===== config.mk =====
export PLATFORM = sky130hd
export DESIGN_NAME = sync_cfg
export DESIGN_NICKNAME = d
export VERILOG_FILES = /design/src/hdl/sync_cfg_pkg.sv /design/src/hdl/sync_cfg.sv
export SDC_FILE = /design/constraint.sdc
export NUM_CORES = 1
export LEC_CHECK = 0
export ABC_CLOCK_PERIOD_IN_PS = 6200
export CORE_UTILIZATION = 30
export CTS_BUF_LIST = sky130_fd_sc_hd__clkbuf_8
export CTS_CLUSTER_DIAMETER = 80
export DETAILED_ROUTE_END_ITERATION = 6
export DONT_BUFFER_PORTS = 1
export PLACE_DENSITY_LB_ADDON = 0.12
export REMOVE_ABC_BUFFERS = 1
export SLEW_MARGIN = 15
export SYNTH_ARGS = -nofsm -noshare
export SYNTH_HDL_FRONTEND = slang
export SYNTH_SLANG_ARGS = --single-unit

===== constraint.sdc =====
create_clock -name clk_in -period 6.2 [get_ports clk_in]
set_input_delay 0.62 -clock clk_in [delete_from_list [all_inputs] [get_ports clk_in]]
set_output_delay 0.62 -clock clk_in [all_outputs]
set_load 0.01 [all_outputs]

===== src/hdl/sync_cfg_pkg.sv =====
// Constants for the sync timing and copy-protection configuration bank.
// How it works
// - End-of-vertical-blank line register, 8 bits, resets to 12h.
// - 525-line: blanking ends on line n+5 odd, n+268 even fields.
// - A 9-bit start line asserts blanking; blanking spans start to end.
// - End-of-line-sync register, 8 bits, resets to 30h.
// - Line sync end spans 0 to 510 double-rate counts, two per step.
// - Horizontal count is zero at the line sync leading edge.
// - Sync acceptance window width register, 8 bits, resets to 20h.
// - The window is centred on the expected sync position.
// - Sync inside the window keeps normal locked timing.
// - Sync outside the window enters acquisition using external mode bits.
// - Control bit 7 enables colour-stripe detection; clear freezes its status.
// - Control bit 6 enables pseudo-sync detection; clear freezes its status.
// - Bits 5-3 give extra sync pulses needed; reset 100b.
// - Pseudo-sync must also persist the minimum field count.
// - Bits 2-0 plus two give minimum persistence fields; reset 110b.
package sync_cfg_pkg;
	localparam logic [7:0] VBLANK_END_ADDR = 8'h35;
	localparam logic [7:0] LSYNC_END_ADDR = 8'h36;
	localparam logic [7:0] WINDOW_ADDR = 8'h37;
	localparam logic [7:0] CP_CTRL_ADDR = 8'h41;
	localparam logic [7:0] VBLANK_END_RESET = 8'h12;
	localparam logic [7:0] LSYNC_END_RESET = 8'h30;
	localparam logic [7:0] WINDOW_RESET = 8'h20;
	localparam logic [7:0] CP_CTRL_RESET = 8'h26;
	localparam int STRIPE_EN_BIT = 7;
	localparam int PSP_EN_BIT = 6;
	localparam int PSP_COUNT_LSB = 3;
	localparam int FIELD_COUNT_LSB = 0;
	localparam logic [3:0] FIELD_COUNT_ADD = 4'h2;
	localparam logic [9:0] ODD_FIELD_OFFSET = 10'h005;
	localparam logic [9:0] EVEN_525_OFFSET = 10'h10C;
	localparam logic [9:0] EVEN_625_OFFSET = 10'h13E;
	// Double-rate counts per scan line; a plain default for the line timebase.
	localparam logic [10:0] LINE_CLOCKS = 11'h6B4;
	localparam logic [9:0] FIRST_LINE = 10'h001;
endpackage


===== src/hdl/sync_cfg.sv =====
// Sync timing, acquisition window and copy-protection qualification bank.
module sync_cfg
	import sync_cfg_pkg::*;
(
	input wire logic clk_in,
	input wire logic reset_in,
	input wire logic [7:0] reg_addr_in,
	input wire logic [7:0] reg_wdata_in,
	input wire logic reg_write_in,
	input wire logic reg_read_in,
	input wire logic hsync_in,
	input wire logic vsync_in,
	input wire logic odd_field_in,
	input wire logic lines_625_in,
	input wire logic [8:0] vblank_start_line_in,
	input wire logic [1:0] lock_mode_in,
	input wire logic stripe_seen_in,
	input wire logic extra_pulse_in,
	output logic [7:0] reg_rdata_out,
	output logic reg_rvalid_out,
	output logic line_sync_out,
	output logic vblank_out,
	output logic acquiring_out,
	output logic [1:0] acquire_mode_out,
	output logic stripe_detected_out,
	output logic pseudo_sync_detected_out
);
	// Register file.
	logic [7:0] vblank_end, next_vblank_end;
	logic [7:0] lsync_end, next_lsync_end;
	logic [7:0] window, next_window;
	logic [7:0] cp_ctrl, next_cp_ctrl;
	logic [7:0] next_rdata;
	logic next_rvalid;

	// Line timebase.
	logic [10:0] hcount, next_hcount;
	logic [9:0] line_num, next_line_num;
	logic hsync_prev, vsync_prev;
	logic next_line_sync, next_vblank, next_acquiring;
	logic [1:0] next_acq_mode;
	logic hs_edge, vs_edge, in_window;
	logic [9:0] even_off, off, start_tgt, end_tgt;

	// Copy-protection qualification.
	logic [3:0] stripe_cnt, next_stripe_cnt;
	logic [3:0] psp_cnt, next_psp_cnt;
	logic [3:0] extra_cnt, next_extra_cnt;
	logic next_stripe_det, next_psp_det;
	logic [3:0] need_fields;
	logic psp_present;

	// Distance in double-rate counts from the expected sync position at count zero.
	function automatic logic [10:0] sync_distance(input logic [10:0] h);
		logic [10:0] back;
		back = LINE_CLOCKS - h;
		return (h < back) ? h : back;
	endfunction

	// One field of persistence filtering: the status flips only after the
	// opposite condition has been seen for the required number of fields.
	function automatic logic [4:0] persist_step(input logic status, input logic seen,
			input logic [3:0] cnt, input logic [3:0] need);
		logic [3:0] inc;
		inc = (cnt == 4'hF) ? cnt : cnt + 4'h1;
		if (seen == status) begin
			return {status, 4'h0};
		end
		if (inc >= need) begin
			return {seen, 4'h0};
		end
		return {status, inc};
	endfunction

	// Register writes and read-back; unmapped sub-addresses read as zero.
	always_comb begin
		next_vblank_end = vblank_end;
		next_lsync_end = lsync_end;
		next_window = window;
		next_cp_ctrl = cp_ctrl;
		next_rdata = reg_rdata_out;
		next_rvalid = reg_read_in;
		if (reg_write_in) begin
			unique case (reg_addr_in)
				VBLANK_END_ADDR: next_vblank_end = reg_wdata_in;
				LSYNC_END_ADDR: next_lsync_end = reg_wdata_in;
				WINDOW_ADDR: next_window = reg_wdata_in;
				CP_CTRL_ADDR: next_cp_ctrl = reg_wdata_in;
				default: next_cp_ctrl = cp_ctrl;
			endcase
		end
		if (reg_read_in) begin
			unique case (reg_addr_in)
				VBLANK_END_ADDR: next_rdata = vblank_end;
				LSYNC_END_ADDR: next_rdata = lsync_end;
				WINDOW_ADDR: next_rdata = window;
				CP_CTRL_ADDR: next_rdata = cp_ctrl;
				default: next_rdata = 8'h00;
			endcase
		end
	end

	always_ff @(posedge clk_in) begin
		if (reset_in) begin
			vblank_end <= VBLANK_END_RESET;
			lsync_end <= LSYNC_END_RESET;
			window <= WINDOW_RESET;
			cp_ctrl <= CP_CTRL_RESET;
			reg_rdata_out <= 8'h00;
			reg_rvalid_out <= 1'b0;
		end else begin
			vblank_end <= next_vblank_end;
			lsync_end <= next_lsync_end;
			window <= next_window;
			cp_ctrl <= next_cp_ctrl;
			reg_rdata_out <= next_rdata;
			reg_rvalid_out <= next_rvalid;
		end
	end

	// Horizontal lock, line sync and vertical blanking.
	// The window half-width in double-rate counts equals the register value,
	// since the register gives the full width in single-rate samples.
	assign hs_edge = hsync_in && !hsync_prev;
	assign vs_edge = vsync_in && !vsync_prev;
	assign in_window = sync_distance(hcount) <= {3'b000, window};
	assign even_off = lines_625_in ? EVEN_625_OFFSET : EVEN_525_OFFSET;
	assign off = odd_field_in ? ODD_FIELD_OFFSET : even_off;
	assign start_tgt = {1'b0, vblank_start_line_in} + off;
	assign end_tgt = {2'b00, vblank_end} + off;

	always_comb begin
		next_hcount = (hcount == LINE_CLOCKS - 11'h001) ? 11'h000 : hcount + 11'h001;
		next_acquiring = acquiring_out;
		next_acq_mode = acquire_mode_out;
		next_line_num = line_num;
		if (hs_edge) begin
			if (in_window) begin
				next_acquiring = 1'b0;
			end else begin
				// A stray sync re-seeds the timebase so the edge becomes count zero.
				next_acquiring = 1'b1;
				next_acq_mode = lock_mode_in;
				next_hcount = 11'h000;
			end
		end
		if (vs_edge) begin
			next_line_num = FIRST_LINE;
		end else if (next_hcount == 11'h000 && hcount != 11'h000) begin
			next_line_num = line_num + 10'h001;
		end
		// Sync is high from count zero up to twice the register value.
		next_line_sync = next_hcount < {2'b00, lsync_end, 1'b0};
		next_vblank = vblank_out;
		if (next_line_num == end_tgt) begin
			next_vblank = 1'b0;
		end else if (next_line_num == start_tgt) begin
			next_vblank = 1'b1;
		end
	end

	always_ff @(posedge clk_in) begin
		if (reset_in) begin
			hcount <= 11'h000;
			line_num <= FIRST_LINE;
			hsync_prev <= 1'b0;
			vsync_prev <= 1'b0;
			line_sync_out <= 1'b0;
			vblank_out <= 1'b0;
			acquiring_out <= 1'b0;
			acquire_mode_out <= 2'b00;
		end else begin
			hcount <= next_hcount;
			line_num <= next_line_num;
			hsync_prev <= hsync_in;
			vsync_prev <= vsync_in;
			line_sync_out <= next_line_sync;
			vblank_out <= next_vblank;
			acquiring_out <= next_acquiring;
			acquire_mode_out <= next_acq_mode;
		end
	end

	// Copy-protection detection, judged once per field at the field start.
	// A disabled component keeps its status and filter count untouched.
	assign need_fields = {1'b0, cp_ctrl[FIELD_COUNT_LSB +: 3]} + FIELD_COUNT_ADD;
	assign psp_present = extra_cnt >= {1'b0, cp_ctrl[PSP_COUNT_LSB +: 3]};

	always_comb begin
		next_stripe_det = stripe_detected_out;
		next_stripe_cnt = stripe_cnt;
		next_psp_det = pseudo_sync_detected_out;
		next_psp_cnt = psp_cnt;
		next_extra_cnt = extra_cnt;
		if (extra_pulse_in && extra_cnt != 4'hF) begin
			next_extra_cnt = extra_cnt + 4'h1;
		end
		if (vs_edge) begin
			next_extra_cnt = 4'h0;
			if (cp_ctrl[STRIPE_EN_BIT]) begin
				{next_stripe_det, next_stripe_cnt} =
					persist_step(stripe_detected_out, stripe_seen_in, stripe_cnt, need_fields);
			end
			if (cp_ctrl[PSP_EN_BIT]) begin
				{next_psp_det, next_psp_cnt} = persist_step(pseudo_sync_detected_out,
					psp_present, psp_cnt, need_fields);
			end
		end
	end

	always_ff @(posedge clk_in) begin
		if (reset_in) begin
			stripe_detected_out <= 1'b0;
			pseudo_sync_detected_out <= 1'b0;
			stripe_cnt <= 4'h0;
			psp_cnt <= 4'h0;
			extra_cnt <= 4'h0;
		end else begin
			stripe_detected_out <= next_stripe_det;
			pseudo_sync_detected_out <= next_psp_det;
			stripe_cnt <= next_stripe_cnt;
			psp_cnt <= next_psp_cnt;
			extra_cnt <= next_extra_cnt;
		end
	end
endmodule


==> impl_metrics.sql <==
INSERT INTO impl_metrics (metric_group, metric, value, unit) VALUES
('critical_path', 'critical_path.endpoint_type', 'flip-flop', ''),
('global_route', 'maximum_number_of_pins_on_one_net_before_global_route_repair', '65', ''),
('timing', 'worstMarginPinSlew', '1.05', 'ns'),
('placement', 'detailedPlace.worstSlack', '0.0171', 'ns'),
('floorplan', 'ios', '53', ''),
('timing', 'slew_headroom', '29.4', '%'),
('route', 'drt_iter0_markers', '474', ''),
('finish', 'layout.area.seq', '0.00166', 'sq mm'),
('finish', 'multi_input_area', '0.00429', 'sq mm'),
('timing', 'period_share', '94.1', '%'),
('synthesis', 'synthArstFlopShare', '0', '%'),
('timing', 'setup_viol', '0', ''),
('cts', 'post-cts-setup-buffers', '0', ''),
('hold_path', 'hold_wc_path_type', 'input port to flip-flop', ''),
('pwr', 'clkPwrFrac', '42.1', '%'),
('synthesis', 'synthesis.instances', '815', ''),
('floorplan', 'die_width', '146', 'um'),
('pwr', 'power.net_switching', '0.000346', 'W'),
('finish', 'post-route-util', '33.3', '%'),
('cts', 'clk_pin_slew', '0.10', 'ns'),
('synthesis', 'synth_top_flop_cell', 'dfxtp_1', ''),
('finish', 'post-route-cell-area', '0.00677', 'sq mm'),
('placement', 'port_buf_inserts', '0', ''),
('synthesis', 'yosys.area_share.adder', '10.4', '%'),
('synthesis', 'ys_types', '76', ''),
('timing', 'grt_setup_unrepaired', 'false', ''),
('pwr', 'power.density_cell_area', '180', 'mW/mm^2'),
('route', 'final_antenna_net_count', '0', ''),
('timing', 'timing.fmax', '171', 'MHz'),
('pwr', 'netSwitchingFraction', '28.4', '%'),
('synthesis', 'yosys_warnings', '0', ''),
('route', 'routed_via_density', '5.52', ''),
('finish', 'fillCellCount', '2209', ''),
('synthesis', 'yosysSeqAreaShare', '26.6', '%'),
('synthesis', 'dominant_combinational_cell_family_by_area_after_synthesis', 'simple AND/OR/NAND/NOR gates', ''),
('global_route', 'antenna_found_initial', '0', ''),
('critical_path', 'crit_slowest_cell', 'a2111oi_1', ''),
('critical_path', 'critical_path_buf_inv_count', '2', ''),
('timing', 'setup_total_negative_slack', '0', 'ns'),
('cts', 'insertion_delay', '0.38', 'ns'),
('cts', 'cts_hold_buffers', '0', ''),
('pwr', 'p_comb_share', '13.4', '%'),
('critical_path', 'timing.critical_path.required', '6.53', 'ns'),
('critical_path', 'cp_cell_sequence', 'inv_1 -> ha_1 -> nor2b_2 -> o221a_4 -> mux2_4 -> a311oi_2 -> o31a_4 -> mux2_2 -> ha_1 -> nand4_1 -> a21oi_1 -> nor4_1 -> o32a_1 -> nand2_1 -> a21o_1 -> o21ai_1 -> a211o_1 -> a2111oi_1 -> buf_4 -> o21ai_0 -> a2111oi_1 -> o211a_1', ''),
('placement', 'hpwl', '14300', 'um'),
('floorplan', 'fp.dieArea', '0.0214', 'sq mm'),
('critical_path', 'critPathTopFamily', 'compound AO/OA/AOI/OAI gates', ''),
('route', 'num_vias', '5904', ''),
('critical_path', 'crit_arrival', '6.16', 'ns'),
('finish', 'synthToLayoutAreaGrowth', '8.29', '%'),
('run_status', 'violations', 'design-rule violations', ''),
('cts', 'tritoncts', 'yes', ''),
('pwr', 'ir_drop', '0.116', 'mV'),
('global_route', 'wire_length_of_the_first_global_routing_pass', '30300', 'um'),
('cts', 'cts.path.max_buffers', '2', ''),
('floorplan', 'fp.coreArea', '0.0203', 'sq mm'),
('finish', 'layout-drive-gt1-share', '6.51', '%'),
('timing', 'finalHoldViolations', '0', ''),
('synthesis', 'yosys.area_share.simple', '26.7', '%'),
('placement', 'gp_routability_congestion', '0.909', ''),
('placement', 'postPlaceCellArea', '0.00648', 'sq mm'),
('route', 'post-route-drc-count', '1', ''),
('timing', 'slew_violations', '0', ''),
('global_route', 'overflow', '0', ''),
('timing', 'finalWorstSetupSlack', '0.365', 'ns'),
('run_status', 'run_status', 'finished with violations', ''),
('critical_path', 'timing.critical_path.from_type', 'flip-flop', ''),
('floorplan', 'die_height', '146', 'um'),
('cts', 'numCtsBuffers', '9', ''),
('timing', 'clock-skew-final', '0.0114', 'ns'),
('critical_path', 'slowest_delay', '0.44', 'ns');
[power groups by stage]
stage | Combinational [W] | Sequential [W] | Clock, W
6_report | 0.000163 | 0.000543 | 0.000514
5_1_grt | 0.000181 | 0.000544 | 0.000551
4_1_cts | 0.000161 | 0.000543 | 0.000537
3_5_place_dp | 0.000160 | 0.000555 | 0
3_3_place_gp | 0.000160 | 0.000555 | 0
2_1_floorplan | 0.000112 | 0.000556 | 0
[placed cells by master (no fill, tap or decap), types with 5 or more instances in the layout]
cell type / Yosys / routed
nand2_1: 90 / 90
dfxtp_1: 83 / 82
nor2_1: 76 / 76
a21oi_1: 76 / 76
nand3_1: 53 / 53
ha_1: 49 / 49
inv_1: 38 / 38
o21ai_0: 27 / 27
xnor2_1: 27 / 26
nor3_1: 20 / 20
and3_1: 19 / 19
xor2_1: 15 / 15
nor2b_1: 12 / 11
buf_4: 1 / 11
a21o_1: 10 / 10
nand2b_1: 9 / 9
a222oi_1: 9 / 9
clkbuf_8: 0 / 9
mux2i_1: 8 / 8
nor3b_1: 8 / 8
a211o_1: 8 / 8
o21a_1: 7 / 7
nand4_1: 7 / 7
a211oi_1: 8 / 7
mux2_2: 6 / 6
nand3b_1: 6 / 6
a31oi_1: 5 / 5
o221ai_1: 5 / 5
o21ai_1: 5 / 5
nand4b_1: 5 / 5
[metal layers]
layer  global-route usage (%)  wire length (um)  up-vias
met1                     22.7              8490     2800
li1                         -                 -     2913
met3                     4.34              1150       24
met2                     29.9              8890      167
met5                        0                 0        -
met4                     4.27               349        0
[cell usage after synthesis, types with 5 or more instances]
master	count	area share [%]
nand2_1	90	5.4
o221ai_1	5	0.70
nand3b_1	6	0.72
a211oi_1	8	0.96
xor2_1	15	2.1
mux2i_1	8	1.3
a31oi_1	5	0.50
nor2_1	76	4.6
inv_1	38	2.3
o21ai_0	27	2.2
a211o_1	8	1.1
o21ai_1	5	0.40
a21oi_1	76	6.1
dfxtp_1	83	27
nor2b_1	12	1.2
nand3_1	53	4.2
ha_1	49	9.8
buf_2	8	0.64
nand4b_1	5	0.70
xnor2_1	27	3.8
a21o_1	10	1.2
and3_1	19	1.9
nor3_1	20	1.6
a222oi_1	9	1.4
nand4_1	7	0.70
mux2_2	6	1.1
nand2b_1	9	0.90
nor3b_1	8	0.96
clkbuf_1	30	1.8
o21a_1	7	0.84
[final cells by class]
cell class                 count  share of cell area, %
tap                          270                   4.99
clock buffer                   9                   1.83
sequential                    83                   24.6
multi-input combinational    650                   63.3
timing repair buffer          11                   1.22
inverter                      39                   2.16
clock inverter                 7                   1.92
[registers in the layout, indices dropped and copies added, names as in the netlist, 2 cells and up]
signal            count
reg_rdata_out         8
psp_cnt               4
lsync_end             8
window                8
acquire_mode_out      2
hcount               11
extra_cnt             4
vblank_end            8
line_num             10
stripe_cnt            4
cp_ctrl               8
[stage by stage]
stage               std cells  hold WS (ns)  power [W]
floorplan                 772         0.439   0.000668
global placement         1053         0.460   0.000716
detailed placement       1053         0.461   0.000715
CTS                      1069         0.269    0.00124
global route             1069         0.265    0.00128
finish                   1069         0.292    0.00122
[kinds of logic (layout without fill, tap and decap cells)]
kind of cell | after synthesis | count (layout)
AOI/OAI and AO/OA | 205 | 205
xor gates and xnor gates | 42 | 42
adders and majority gates | 51 | 51
buffers and inverters | 82 | 66
DFF | 83 | 83
muxes | 16 | 16
and+or+nand+nor | 336 | 336
[worst reg2reg max path: cells and delay by family, from the launching register on]
| family | cells | cell delay (ns) |
|---|---|---|
| muxes | 2 | 0.69 |
| and+or+nand+nor | 4 | 0.73 |
| buffers and inverters | 2 | 0.28 |
| DFF | 1 | 0.41 |
| AOI/OAI and AO/OA | 12 | 3.13 |
| adders and majority gates | 2 | 0.56 |
[path summary, 6_finish.rpt]
path	from	end	slack (ns)	cells past startpoint
worst min register to register	window[7]$_SDFFE_PP0P_	window[7]$_SDFFE_PP0P_	0.48	2
worst max-delay path	hcount[0]$_SDFF_PP0_	vblank_out$_SDFFE_PP0N_	0.37	22
worst max register to register	hcount[0]$_SDFF_PP0_	vblank_out$_SDFFE_PP0N_	0.37	22
worst min-delay path	reset_in	reg_rvalid_out$_SDFF_PP0_	0.29	1
[what timing repair did]
item / in CTS / in global routing
endpoints found under the setup margin: 1 / 1
endpoints found under the hold margin: 0 / 0
gates resized for setup: 1 / 6
pin swaps: 0 / 1
No activity file was read; power rests on OpenSTA's default activity.
